File: src/logic/clock_divider_params.svh
// timing counts, reset values and fixed codes of the clock divider core
`ifndef CLOCK_DIVIDER_PARAMS_SVH
`define CLOCK_DIVIDER_PARAMS_SVH

`define SYS_CLK_PERIOD_PS     25000
`define ALIGN_REQ_MIN_PS      5000
`define ALIGN_REQ_MIN_CYCLES  (((`ALIGN_REQ_MIN_PS + `SYS_CLK_PERIOD_PS - 1) / `SYS_CLK_PERIOD_PS) > 0 ? ((`ALIGN_REQ_MIN_PS + `SYS_CLK_PERIOD_PS - 1) / `SYS_CLK_PERIOD_PS) : 1)
`define ALIGN_WAIT_CYCLES     3'h4

`define RESET_WAIT_COUNT      3'h0
`define DIVIDE_BYPASS         6'h01
`define PHASE_NONE            4'h0
`define FINE_NONE             4'h0
`define COUNT_ZERO            6'h00

`define PIN_DELAY_SCALE       0
`define PIN_LOGIC_STANDARD    1
`define PIN_OUTPUT_USAGE      2
`define PIN_FINE_LOW          3
`define PIN_FINE_HIGH         4
`define PIN_PAIR_B_LOW        5
`define PIN_PAIR_B_HIGH       6
`define PIN_PAIR_C_LOW        7
`define PIN_PAIR_C_HIGH       8
`define PIN_PAIR_D_LOW        9
`define PIN_PAIR_D_HIGH       10

`endif

File: src/logic/clock_divider_pkg.sv
// types shared by the clock divider core and its divider channels
`default_nettype none

package clock_divider_pkg;

	typedef enum logic [1:0] {
		LEVEL_ZERO       = 2'h0,
		LEVEL_THIRD      = 2'h1,
		LEVEL_TWO_THIRDS = 2'h2,
		LEVEL_ONE        = 2'h3
	} level_type;

	typedef enum logic [1:0] {
		DRIVE_OFF  = 2'h0,
		DRIVE_LVDS = 2'h1,
		DRIVE_CMOS = 2'h2
	} drive_type;

	typedef enum logic [1:0] {
		DELAY_BYPASS = 2'h0,
		DELAY_1P8_NS = 2'h1,
		DELAY_6P0_NS = 2'h2,
		DELAY_11P6_NS = 2'h3
	} delay_scale_type;

	typedef enum logic [1:0] {
		ALIGN_RUN  = 2'h0,
		ALIGN_HOLD = 2'h1,
		ALIGN_WAIT = 2'h2
	} align_state_type;

endpackage

`default_nettype wire

File: src/logic/divider_link_if.sv
// settings and alignment controls passed from the core to one divider channel
`timescale 1ns/1ps
`default_nettype none

interface divider_link_if;
	logic [5:0] ratio;
	logic [3:0] phase;
	logic       enable;
	logic       hold;
	logic       start;
	logic       level;

	modport core (output ratio, output phase, output enable, output hold, output start,
		input level);
	modport divider (input ratio, input phase, input enable, input hold, input start,
		output level);
endinterface

`default_nettype wire

File: src/logic/divider_channel.sv
// one output divider: free-running count, static freeze and phase-delayed restart
`timescale 1ns/1ps
`default_nettype none
`include "clock_divider_params.svh"

module divider_channel
	import clock_divider_pkg::*;
(
	// clock and reset
	input wire logic       sys_clk,
	input wire logic       reset_n,
	// settings and alignment from the core
	divider_link_if.divider link
);

	logic [5:0] cnt;
	logic [5:0] next_cnt;
	logic [3:0] wait_cnt;
	logic [3:0] next_wait_cnt;
	logic       waiting;
	logic       next_waiting;
	logic       next_level;

	always_comb begin
		next_cnt      = cnt;
		next_wait_cnt = wait_cnt;
		next_waiting  = waiting;
		next_level    = 1'b0;
		if (!link.enable) begin
			next_cnt     = `COUNT_ZERO;
			next_waiting = 1'b0;
		end else if (link.ratio == `DIVIDE_BYPASS) begin
			next_waiting = 1'b0;
			next_level   = 1'b1;
		end else if (link.hold) begin
			next_cnt     = link.ratio - 6'h01;
			next_waiting = 1'b0;
		end else if (link.start && link.phase == `PHASE_NONE) begin
			next_cnt   = `COUNT_ZERO;
			next_level = 1'b1;
		end else if (link.start || waiting) begin
			next_wait_cnt = link.start ? link.phase : wait_cnt - 4'h1;
			next_waiting  = 1'b1;
			if (!link.start && wait_cnt == 4'h1) begin
				next_waiting = 1'b0;
				next_cnt     = `COUNT_ZERO;
				next_level   = 1'b1;
			end
		end else begin
			// divide by ratio, high for half
			next_cnt   = (cnt >= link.ratio - 6'h01) ? `COUNT_ZERO : cnt + 6'h01;
			next_level = next_cnt < (link.ratio >> 1);
		end
	end

	always_ff @(posedge sys_clk or negedge reset_n) begin
		if (!reset_n) begin
			cnt        <= `COUNT_ZERO;
			wait_cnt   <= `PHASE_NONE;
			waiting    <= 1'b0;
			link.level <= 1'b0;
		end else begin
			cnt        <= next_cnt;
			wait_cnt   <= next_wait_cnt;
			waiting    <= next_waiting;
			link.level <= next_level;
		end
	end
endmodule

`default_nettype wire

File: src/logic/pin_configured_clock_divider_sync.sv
// pin-configured three-output clock divider core with power-on and requested alignment
`timescale 1ns/1ps
`default_nettype none
`include "clock_divider_params.svh"

// Function
// - three dividers, ratios 1 to 32
// - third output delay, 16 fine steps
// - power-on alignment of non-bypassed dividers
// - request low freezes divided outputs static
// - four cycles after release, resume aligned
// - ratio one ignores alignment request
// - alignment keeps each programmed phase offset
// - request seen only if low at a clock edge, completes later
// - only enabled outputs are aligned
// - new request realigns at any time
// - four pin levels, open reads one-third
// - usage pin selects active outputs
// - delay pin picks full scale
// - fine pair: delay steps or phase
// - pair b: third divide or second phase
// - pair c: second divide or third phase
// - pair d: first divide or odd third
// - sixteen-entry drive standard mapping
// - phase word delays first edge
// - pair index and standard divide table
// - odd divide table for third output
module pin_configured_clock_divider_sync
	import clock_divider_pkg::*;
(
	// clock and power-on reset
	input  wire logic       sys_clk,
	input  wire logic       reset_n,
	// alignment request
	input  wire logic       align_request_n,
	// setup pins
	input  wire level_type  delay_scale_pin,
	input  wire level_type  logic_standard_pin,
	input  wire level_type  output_usage_pin,
	input  wire level_type  fine_select_low_pin,
	input  wire level_type  fine_select_high_pin,
	input  wire level_type  pair_b_low_pin,
	input  wire level_type  pair_b_high_pin,
	input  wire level_type  pair_c_low_pin,
	input  wire level_type  pair_c_high_pin,
	input  wire level_type  pair_d_low_pin,
	input  wire level_type  pair_d_high_pin,
	input  wire logic [10:0] setup_pin_open,
	// divided clocks
	output logic            clk_out_a,
	output logic            clk_out_b,
	output logic            clk_out_c,
	// output standard and delay settings
	output drive_type       drive_a,
	output drive_type       drive_b,
	output drive_type       drive_c,
	output delay_scale_type delay_full_scale,
	output logic [3:0]      fine_delay_step,
	// status
	output logic            align_in_progress
);

	////////////////////////////////////////////////////////////////////////////////
	function automatic level_type resolve(input level_type pin, input logic open);
		// open pin self-biases to one third
		return open ? LEVEL_THIRD : pin;
	endfunction

	function automatic logic [3:0] pair_index(input level_type low, input level_type high);
		return {high, low};
	endfunction

	function automatic logic [5:0] divide_standard(input logic [3:0] idx);
		logic [5:0] r;
		r = `DIVIDE_BYPASS;
		unique case (idx)
			4'h0: r = 6'h01;
			4'h1: r = 6'h02;
			4'h2: r = 6'h03;
			4'h3: r = 6'h04;
			4'h4: r = 6'h05;
			4'h5: r = 6'h06;
			4'h6: r = 6'h08;
			4'h7: r = 6'h09;
			4'h8: r = 6'h0A;
			4'h9: r = 6'h0C;
			4'hA: r = 6'h0F;
			4'hB: r = 6'h10;
			4'hC: r = 6'h12;
			4'hD: r = 6'h18;
			4'hE: r = 6'h1E;
			4'hF: r = 6'h20;
		endcase
		return r;
	endfunction

	function automatic logic [5:0] divide_odd(input logic [3:0] idx);
		logic [5:0] r;
		r = 6'h07;
		unique case (idx)
			4'h0: r = 6'h07;
			4'h1: r = 6'h0B;
			4'h2: r = 6'h0D;
			4'h3: r = 6'h0E;
			4'h4: r = 6'h11;
			4'h5: r = 6'h13;
			4'h6: r = 6'h14;
			4'h7: r = 6'h15;
			4'h8: r = 6'h16;
			4'h9: r = 6'h17;
			4'hA: r = 6'h19;
			4'hB: r = 6'h1A;
			4'hC: r = 6'h1B;
			4'hD: r = 6'h1C;
			4'hE: r = 6'h1D;
			4'hF: r = 6'h1F;
		endcase
		return r;
	endfunction

	// packed as {a, b, c}
	function automatic logic [5:0] drive_map(input level_type usage, input level_type std);
		logic [5:0] d;
		d = {DRIVE_OFF, DRIVE_OFF, DRIVE_OFF};
		unique case ({usage, std})
			4'h0: d = {DRIVE_OFF,  DRIVE_LVDS, DRIVE_OFF};
			4'h1: d = {DRIVE_CMOS, DRIVE_CMOS, DRIVE_OFF};
			4'h2: d = {DRIVE_LVDS, DRIVE_LVDS, DRIVE_OFF};
			4'h3: d = {DRIVE_LVDS, DRIVE_CMOS, DRIVE_OFF};
			4'h4: d = {DRIVE_CMOS, DRIVE_CMOS, DRIVE_CMOS};
			4'h5: d = {DRIVE_LVDS, DRIVE_LVDS, DRIVE_LVDS};
			4'h6: d = {DRIVE_LVDS, DRIVE_LVDS, DRIVE_CMOS};
			4'h7: d = {DRIVE_CMOS, DRIVE_CMOS, DRIVE_LVDS};
			4'h8: d = {DRIVE_OFF,  DRIVE_OFF,  DRIVE_OFF};
			4'h9: d = {DRIVE_OFF,  DRIVE_OFF,  DRIVE_LVDS};
			4'hA: d = {DRIVE_OFF,  DRIVE_OFF,  DRIVE_CMOS};
			4'hB: d = {DRIVE_OFF,  DRIVE_CMOS, DRIVE_OFF};
			4'hC: d = {DRIVE_LVDS, DRIVE_OFF,  DRIVE_CMOS};
			4'hD: d = {DRIVE_CMOS, DRIVE_OFF,  DRIVE_LVDS};
			4'hE: d = {DRIVE_LVDS, DRIVE_OFF,  DRIVE_LVDS};
			4'hF: d = {DRIVE_CMOS, DRIVE_OFF,  DRIVE_CMOS};
		endcase
		return d;
	endfunction

	////////////////////////////////////////////////////////////////////////////////
	divider_link_if link_a ();
	divider_link_if link_b ();
	divider_link_if link_c ();

	level_type       lv_delay;
	level_type       lv_usage;
	logic [3:0]      fine_idx;
	logic [3:0]      pair_b_idx;
	logic [3:0]      pair_c_idx;
	logic [3:0]      pair_d_idx;
	logic [5:0]      drives;
	logic [5:0]      next_ratio_a;
	logic [5:0]      next_ratio_b;
	logic [5:0]      next_ratio_c;
	logic [3:0]      next_phase_b;
	logic [3:0]      next_phase_c;
	logic [3:0]      next_fine;
	delay_scale_type next_scale;

	// decoded every cycle, no realign on change
	always_comb begin
		lv_delay   = resolve(delay_scale_pin, setup_pin_open[`PIN_DELAY_SCALE]);
		lv_usage   = resolve(output_usage_pin, setup_pin_open[`PIN_OUTPUT_USAGE]);
		fine_idx   = pair_index(resolve(fine_select_low_pin, setup_pin_open[`PIN_FINE_LOW]),
			resolve(fine_select_high_pin, setup_pin_open[`PIN_FINE_HIGH]));
		pair_b_idx = pair_index(resolve(pair_b_low_pin, setup_pin_open[`PIN_PAIR_B_LOW]),
			resolve(pair_b_high_pin, setup_pin_open[`PIN_PAIR_B_HIGH]));
		pair_c_idx = pair_index(resolve(pair_c_low_pin, setup_pin_open[`PIN_PAIR_C_LOW]),
			resolve(pair_c_high_pin, setup_pin_open[`PIN_PAIR_C_HIGH]));
		pair_d_idx = pair_index(resolve(pair_d_low_pin, setup_pin_open[`PIN_PAIR_D_LOW]),
			resolve(pair_d_high_pin, setup_pin_open[`PIN_PAIR_D_HIGH]));
		// usage with standard gives per-output drive
		drives     = drive_map(lv_usage,
			resolve(logic_standard_pin, setup_pin_open[`PIN_LOGIC_STANDARD]));
		next_scale = delay_scale_type'(lv_delay);
		next_fine  = `FINE_NONE;
		next_phase_b = `PHASE_NONE;
		next_phase_c = `PHASE_NONE;
		next_ratio_c = `DIVIDE_BYPASS;
		// fine step as n/16 of full scale
		// fine pair: delay step or third phase
		if (lv_delay != LEVEL_ZERO) begin
			next_fine = fine_idx;
		end else begin
			next_phase_c = fine_idx;
		end
		if (lv_usage != LEVEL_ZERO) begin
			next_ratio_c = divide_standard(pair_b_idx);
		end else begin
			next_phase_b = pair_b_idx;
		end
		// pair c meaning follows usage and delay
		next_ratio_b = divide_standard(pair_c_idx);
		if (lv_usage == LEVEL_ONE) begin
			next_ratio_b = `DIVIDE_BYPASS;
			if (lv_delay != LEVEL_ZERO) begin
				next_phase_c = pair_c_idx;
			end
		end
		// pair d: first divide or odd third divide
		next_ratio_a = divide_standard(pair_d_idx);
		if (lv_usage == LEVEL_TWO_THIRDS) begin
			next_ratio_a = `DIVIDE_BYPASS;
			next_ratio_c = divide_odd(pair_d_idx);
		end
	end

	////////////////////////////////////////////////////////////////////////////////
	align_state_type state;
	align_state_type next_state;
	logic [2:0]      wait_cnt;
	logic [2:0]      next_wait_cnt;
	logic            hold;
	logic            next_hold;
	logic            start;
	logic            next_start;

	// a single sampled low is enough: the 5 ns minimum is shorter than one period,
	// so a narrower pulse that falls between edges is not seen
	always_comb begin
		next_state    = state;
		next_wait_cnt = wait_cnt;
		next_start    = 1'b0;
		unique case (state)
			ALIGN_RUN: begin
				if (!align_request_n) begin
					next_state = ALIGN_HOLD;
				end
			end
			ALIGN_HOLD: begin
				// line must return high to leave hold
				if (align_request_n) begin
					next_state    = ALIGN_WAIT;
					next_wait_cnt = `RESET_WAIT_COUNT;
				end
			end
			ALIGN_WAIT: begin
				// wait counts only arriving clock edges
				if (!align_request_n) begin
					next_state = ALIGN_HOLD;
				end else if (wait_cnt == `ALIGN_WAIT_CYCLES - 3'h1) begin
					next_state = ALIGN_RUN;
					next_start = 1'b1;
				end else begin
					next_wait_cnt = wait_cnt + 3'h1;
				end
			end
		endcase
		next_hold = next_state != ALIGN_RUN;
	end

	// reset enters wait, giving power-on alignment
	always_ff @(posedge sys_clk or negedge reset_n) begin
		if (!reset_n) begin
			state             <= ALIGN_WAIT;
			wait_cnt          <= `RESET_WAIT_COUNT;
			hold              <= 1'b1;
			start             <= 1'b0;
			align_in_progress <= 1'b1;
		end else begin
			state             <= next_state;
			wait_cnt          <= next_wait_cnt;
			hold              <= next_hold;
			start             <= next_start;
			align_in_progress <= next_hold;
		end
	end

	////////////////////////////////////////////////////////////////////////////////
	// shared start, channels b and c add own phase, a has none
	always_ff @(posedge sys_clk or negedge reset_n) begin
		if (!reset_n) begin
			link_a.ratio     <= `DIVIDE_BYPASS;
			link_b.ratio     <= `DIVIDE_BYPASS;
			link_c.ratio     <= `DIVIDE_BYPASS;
			link_a.phase     <= `PHASE_NONE;
			link_b.phase     <= `PHASE_NONE;
			link_c.phase     <= `PHASE_NONE;
			link_a.enable    <= 1'b0;
			link_b.enable    <= 1'b0;
			link_c.enable    <= 1'b0;
			drive_a          <= DRIVE_OFF;
			drive_b          <= DRIVE_OFF;
			drive_c          <= DRIVE_OFF;
			delay_full_scale <= DELAY_BYPASS;
			fine_delay_step  <= `FINE_NONE;
			clk_out_a        <= 1'b0;
			clk_out_b        <= 1'b0;
			clk_out_c        <= 1'b0;
		end else begin
			link_a.ratio     <= next_ratio_a;
			link_b.ratio     <= next_ratio_b;
			link_c.ratio     <= next_ratio_c;
			link_a.phase     <= `PHASE_NONE;
			link_b.phase     <= next_phase_b;
			link_c.phase     <= next_phase_c;
			link_a.enable    <= drive_type'(drives[5:4]) != DRIVE_OFF;
			link_b.enable    <= drive_type'(drives[3:2]) != DRIVE_OFF;
			link_c.enable    <= drive_type'(drives[1:0]) != DRIVE_OFF;
			drive_a          <= drive_type'(drives[5:4]);
			drive_b          <= drive_type'(drives[3:2]);
			drive_c          <= drive_type'(drives[1:0]);
			delay_full_scale <= next_scale;
			fine_delay_step  <= next_fine;
			clk_out_a        <= link_a.level;
			clk_out_b        <= link_b.level;
			clk_out_c        <= link_c.level;
		end
	end

	assign link_a.hold  = hold;
	assign link_b.hold  = hold;
	assign link_c.hold  = hold;
	assign link_a.start = start;
	assign link_b.start = start;
	assign link_c.start = start;

	divider_channel u_div_a (.sys_clk(sys_clk), .reset_n(reset_n), .link(link_a.divider));
	divider_channel u_div_b (.sys_clk(sys_clk), .reset_n(reset_n), .link(link_b.divider));
	divider_channel u_div_c (.sys_clk(sys_clk), .reset_n(reset_n), .link(link_c.divider));
endmodule

`default_nettype wire
File: config.mk
export PLATFORM = sky130hd
export DESIGN_NAME = pin_configured_clock_divider_sync
export DESIGN_NICKNAME = d
export VERILOG_FILES = /design/src/logic/clock_divider_pkg.sv /design/src/logic/divider_link_if.sv /design/src/logic/divider_channel.sv /design/src/logic/pin_configured_clock_divider_sync.sv
export VERILOG_INCLUDE_DIRS = /design/src /design/src/logic
export SDC_FILE = /design/constraint.sdc
export NUM_CORES = 1
export LEC_CHECK = 0
export BUFFER_PORTS_ARGS = -buffer_cell sky130_fd_sc_hd__buf_2
export CAP_MARGIN = 15
export CORE_MARGIN = 3
export CORE_UTILIZATION = 35
export CTS_CLUSTER_DIAMETER = 60
export DETAILED_ROUTE_END_ITERATION = 10
export PLACE_DENSITY = 0.62
export SKIP_CTS_REPAIR_TIMING = 1
export SLEW_MARGIN = 40
export SYNTH_ARGS = -nofsm -noshare
export SYNTH_HDL_FRONTEND = slang
export SYNTH_SLANG_ARGS = --single-unit
export TNS_END_PERCENT = 30
File: constraint.sdc
create_clock -name sys_clk -period 2.85 [get_ports sys_clk]
set_clock_uncertainty 0.05 [all_clocks]
set_input_delay 0.57 -clock sys_clk [delete_from_list [all_inputs] [get_ports sys_clk]]
set_output_delay 0.57 -clock sys_clk [all_outputs]
set_load 0.02 [all_outputs]
* After elaboration in Yosys (flattened, before gate mapping)
Memories as Yosys holds them, arrays and structs flattened.
Cells that the tools add are included.
** Word-level totals
- Flip-flop bits (word level) :: 87
- ROM bits :: 464
- Output and inout port bits :: 16
- Memories kept :: 5
** Operators by class
- $add $sub $neg :: 10
- $lt $le $gt $ge :: 6
- Equality and inequality tests :: 26
- Mux-type cells :: 91
- Bitwise logic cells :: 7
- Reduce and logical (&&, ||, !) cells :: 29
** Memory list
- (name not given) :: depth 16, width 6, rd ports 1, clocked after memory_dff 0, write ports 0, line pin_configured_clock_divider_sync.sv:125 : unique case ({usage, std})
- (name not given) :: depth 16, width 6, rd ports 1, clocked after memory_dff 0, write ports 0, line pin_configured_clock_divider_sync.sv:76 : unique case (idx)
- (name not given) :: depth 16, width 6, rd ports 1, clocked after memory_dff 0, write ports 0, line pin_configured_clock_divider_sync.sv:76
- (name not given) :: depth 16, width 6, rd ports 1, clocked after memory_dff 0, write ports 0, line pin_configured_clock_divider_sync.sv:76
- (name not given) :: depth 16, width 5, rd ports 1, clocked after memory_dff 0, write ports 0, line pin_configured_clock_divider_sync.sv:100 : unique case (idx)
** Operators with widths (number)
- two-way mux 6 bit :: 25
- two-way mux 1 bit :: 39
- two-way mux 2 bit :: 15
- two-way mux 4 bit :: 7
- adder 6 x 1 -> 6 bit, second input constant :: 3
- == test 6 x 1 -> 1 bit, second input constant :: 3
- >= comparator 6 bit :: 3
- < comparator 6 x 5 -> 1 bit :: 3
- subtractor 6 x 1 -> 6 bit, second input constant :: 3
- AND reduction 5 bit :: 3
- nonzero test 2 bit :: 7
- == test 4 x 1 -> 1 bit, second input constant :: 3
- != test 2 bit, second input constant :: 6
- != test 4 x 1 -> 1 bit, second input constant :: 3
- != test 4 x 3 -> 1 bit, second input constant :: 3
- AND reduction 2 bit :: 6
- subtractor 4 x 1 -> 4 bit, second input constant :: 3
- != test 5 x 4 -> 1 bit, second input constant :: 2
- two-way mux 3 bit :: 3
- logical NOT 4 bit :: 2
- NOT 1 bit :: 7
- == test 2 bit, second input constant :: 3
- case mux 2 bit (3 select lines) :: 1
- case mux 3 bit (2 select lines) :: 1
- other kinds (9) :: 15

* Depth between registers and ports, before layout
- Depth after elaboration :: 9
- Depth in mapped cells :: 14
- Depth with buffers taken out :: 14

* By module
From an unflattened synthesis, not the netlist that was laid out.
** Second synthesis, totals
- Cell total of the unflattened synthesis :: 686
- Area total of the unflattened synthesis :: 6198.4 um^2
** Modules (own cells, without submodules)
- pin_configured_clock_divider_sync :: instances 1, cells each 279, area each 2718.9 um^2
- divider_channel (u_div_b) :: instances 1, cells each 141, area each 1171.1 um^2
- divider_channel (u_div_c) :: instances 1, cells each 134, area each 1156.1 um^2
- divider_channel (u_div_a) :: instances 1, cells each 132, area each 1152.4 um^2

* Worst setup path after synthesis
Ideal clock, no wire load.
- Kind :: reg2reg
- From :: register link_c.ratio[0]
- To :: register u_div_c.link.level
- Setup time :: 94 ps
- Data arrival time :: 2867 ps
- Required time :: 2706 ps
- Setup slack :: -161 ps
- Cell stages (with the launch flop) :: 15
- Clock period less this slack :: 3011 ps
- Path through :: dfstp_2 inv_1 ha_1 and3_1 xnor2_1 ha_1 nand2_1 o21a_1 o21ai_1 nor2_1 ha_1 a21o_1 a221oi_1 nor4_1 a211oi_1
** Between the ends
- Cells in the longest elaborated chain, start to end :: 9
- Elaborated cells between the ends (all ways) :: 10
- Those cells by class :: add/sub (1); order compare (2); eq/ne (1); mux (6)
** RTL lines
- start, declared :: line divider_link_if.sv:6 : logic [5:0] ratio;
- subtractor 6 x 1 -> 6 bit :: line divider_channel.sv:51 : next_cnt = (cnt >= link.ratio - 6'h01) ? `COUNT_ZERO : cnt + 6'h01;
- >= comparator 6 bit :: line divider_channel.sv:51
- two-way mux 6 bit :: line divider_channel.sv:51
- < comparator 6 x 5 -> 1 bit :: line divider_channel.sv:52 : next_level = next_cnt < (link.ratio >> 1);
- two-way mux 1 bit :: line divider_channel.sv:41 : end else if (link.start || waiting) begin
- two-way mux 1 bit :: line divider_channel.sv:38 : end else if (link.start && link.phase == `PHASE_NONE) begin
- two-way mux 1 bit :: line divider_channel.sv:35 : end else if (link.hold) begin
- two-way mux 1 bit * :: line divider_channel.sv:32 : end else if (link.ratio == `DIVIDE_BYPASS) begin
- two-way mux 1 bit * :: line divider_channel.sv:29 : if (!link.enable) begin
- via u_div_c.next_level :: line divider_channel.sv:22 : logic next_level;
- end signal, assigned :: line divider_channel.sv:66 : link.level <= next_level;
- end, declared :: line divider_link_if.sv:16 : output level);
Mark *: on every way through the listed nets, which the timed path passes. The rest lies on a longest branch.
A chain may end at the register's enable or synchronous reset.

* Worst setup path after layout
- From :: register link_c.ratio[4]
- To :: register u_div_c.link.level
Same word-level chain as after synthesis.

==> qor.yml <==
worst_setup_path:
  crit_chain: "or3_4 > nor3_4 > xnor2_2 > ha_4 > nand4_1 > o21ai_2 > nor2_1 > ha_1 > and3_4 > a221oi_4 > nor4_1 > a211oi_1"
  critPathSlowestCell: "or3_4"
  crit_fanout: 5
  cp.arrival_ns: 3.26
  required_ns: 3.05
  crit_path_max_incr_delay_ns: 0.40
  path_class: "flop to flop"
  end_kind: "flop"
  crit_family: "simple AND/OR/NAND/NOR gates"
  cp_num_buf_inv: 0
  start_kind: "flop"
pwr:
  ir_drop_mv: 0.410
  p_leak_nw: 3.29
  power_density_mw_per_mm2: 725
cells_and_area:
  syn2layout_area_growth_pct: 20.7
  final_cell_mix: "82 x dfrtp_1, 63 x nor2_1, 62 x ha_1"
  final_common_cell: "dfrtp_1"
  utilization: 0.439
  fin_nets: 852
  antenna_cells: 0
  drive_above_1_share: 0.207
  final_cells: 973
hold_path:
  min_path_type: "primary input to async pin"
synthesis:
  syn_area_mm2: 0.00589
  avgSynthCellArea_um2: 8.91
  syn_inst: 661
  synth_flop_cell: "dfrtp_1"
  synth_edf_count: 0
  ys_warn_count: 0
  synthesis.nets: 761
  synth.distinct_cells: 61
  async_flop_share: 1.00
  ys_seq_area_frac: 0.371
  synth_seq_cells: 87
floorplanning:
  die_y_um: 136
  design.core.area_mm2: 0.0162
  die_w_um: 136
  start_util: 0.364
  placementRows: 46
  ios: 52
  dieArea_mm2: 0.0184
clock_network:
  cts_buffers: 9
  cts_tree: "built"
  clk_pin_slew_ns: 0.06
  cts-root-buf: "clkbuf_16"
  cts_max_path_buffers: 2
  htreeDepth: 3
  cts_sinks: 87
  clk_latency_ns: 0.35
sta:
  fin_tns_setup_ns: -0.338
  slew_headroom: 0.591
  finalCritPeriodShare: 1.07
  fmax_mhz: 327
  finalCriticalPeriod_ns: 3.06
  layout_setup_ws_ns: -0.210
  worst_slew_pin_slew_ns: 0.610
  slew_violations: 0
  rsz0062_at_grt: "yes"
  finalHoldViolCount: 0
  setup_viol: 3
global_route:
  grt_pass1_vias: 4811
  grt_pass1_wl_um: 22900
  grt_max_degree: 55
  grt-ovfl-total: 0
  grt_usage: 0.152
  antenna_found_initial: 0
status:
  violations: "setup timing"
  status: "finished with violations"
detailed_routing:
  vias: 5027
  first_iter_violations: 291
  drc: 0
  finalWirelength_um: 13400
  viasPerCell: 5.17
  antenna_left: 0
  wire_per_inst_um: 13.8
  firstDrtPassIters: 5
place:
  dpl.cell_count: 953
  gp_congestion: 0.855
  hpwlAfterDp_um: 10400
  place_ws_ns: -0.216
  portBuffers: 51
flow_run:
  cap_violations: 0
[final timing paths]
path,from,to,slack (ns),cells after the start
worst max-delay path,link_c.ratio[4]$_DFF_PN0_,u_div_c.link.level$_DFF_PN0_,-0.21,12
worst min-delay path,reset_n,u_div_a.cnt[4]$_DFFE_PN0P_,0.12,1
worst max register to register,link_c.ratio[4]$_DFF_PN0_,u_div_c.link.level$_DFF_PN0_,-0.21,12
worst min register to register,u_div_a.link.level$_DFF_PN0_,clk_out_a$_DFF_PN0_,0.30,0
max in group asynchronous,reset_n,link_b.ratio[0]$_DFF_PN1_,1.94,2
min in group sys_clk,u_div_a.link.level$_DFF_PN0_,clk_out_a$_DFF_PN0_,0.30,0
[report_power, final]
| group | internal (W) | leakage (nW) | total [W] | switching (W) |
|---|---|---|---|---|
| logic | 0.00112 | 2.03 | 0.00234 | 0.00123 |
| clock network | 0.000605 | 0.138 | 0.00111 | 0.000507 |
| registers | 0.00145 | 1.12 | 0.00170 | 0.000250 |
| total | 0.00317 | 3.29 | 0.00515 | 0.00198 |
[metal layers]
| metal | up-vias | global-route usage | part of all wire | wire length (um) |
|---|---|---|---|---|
| li1 | 2553 | - | - | - |
| met4 | 0 | 0.0649 | 0.023 | 312 |
| met2 | 124 | 0.242 | 0.46 | 6170 |
| met5 | - | 0 | 0 | 0 |
| met1 | 2329 | 0.209 | 0.48 | 6490 |
| met3 | 21 | 0.0197 | 0.034 | 458 |
[worst register-to-register path: cells and delay by family (launching register included)]
kind | cells | cell delay, ns
xor+xnor | 1 | 0.12
fa+ha+maj | 2 | 0.60
flops | 1 | 0.37
compound gates | 3 | 0.74
simple gates | 6 | 1.08
[kinds of logic (layout without fill, tap and decap cells)]
logic type | Yosys count | count (layout) | share of synthesized area
AO/OA/AOI/OAI | 180 | 180 | 0.211
XOR/XNOR | 27 | 27 | 0.0402
adder cells (fa/ha/maj) | 64 | 64 | 0.136
buffers and inverters | 81 | 177 | 0.0518
flip-flops | 87 | 87 | 0.371
multiplexers | 6 | 6 | 0.0102
AND/OR/NAND/NOR | 216 | 216 | 0.180
[sequential cells by signal (all words and copies together) (netlist names), 4 cells and up]
| signal | flops |
|---|---|
| link_c.ratio | 6 |
| u_div_c.wait_cnt | 4 |
| link_c.phase | 4 |
| u_div_c.cnt | 6 |
| link_b.ratio | 6 |
| fine_delay_step | 4 |
| u_div_a.wait_cnt | 4 |
| u_div_b.wait_cnt | 4 |
| u_div_b.cnt | 6 |
| link_a.ratio | 6 |
| link_b.phase | 4 |
| u_div_a.cnt | 6 |
[stage by stage]
step | hold WS [ns] | power (W) | area, um^2
6_report | 0.119 | 0.00515 | 7110
5_1_grt | 0.153 | 0.00559 | 7110
4_1_cts | 0.129 | 0.00505 | 6990
3_5_place_dp | 0.286 | 0.00391 | 6710
3_3_place_gp | 0.283 | 0.00389 | 6710
2_1_floorplan | 0.224 | 0.00316 | 5910
[layout make-up]
cell class	instances	area [um^2]
Sequential cell	87	2180
Fill cell	1560	9070
Multi-Input combinational cell	493	3500
Clock inverter	6	52.6
Clock buffer	10	229
Tap cell	216	270
Inverter	60	225
Timing Repair Buffer	101	646
[synthesized netlist by cell type (13+ instances only)]
master     n  area share
dfrtp_1   82        0.35
ha_1      64        0.14
nor2_1    63       0.040
inv_1     59       0.038
nand2_1   43       0.027
a21oi_1   38       0.032
o21ai_0   37       0.031
nor3_1    22       0.019
xnor2_1   22       0.033
clkbuf_1  20       0.013
nand3_1   18       0.015
nand2b_1  15       0.016
a211oi_1  13       0.017
o22ai_1   13       0.014
(Power assumes the default switching activity.)
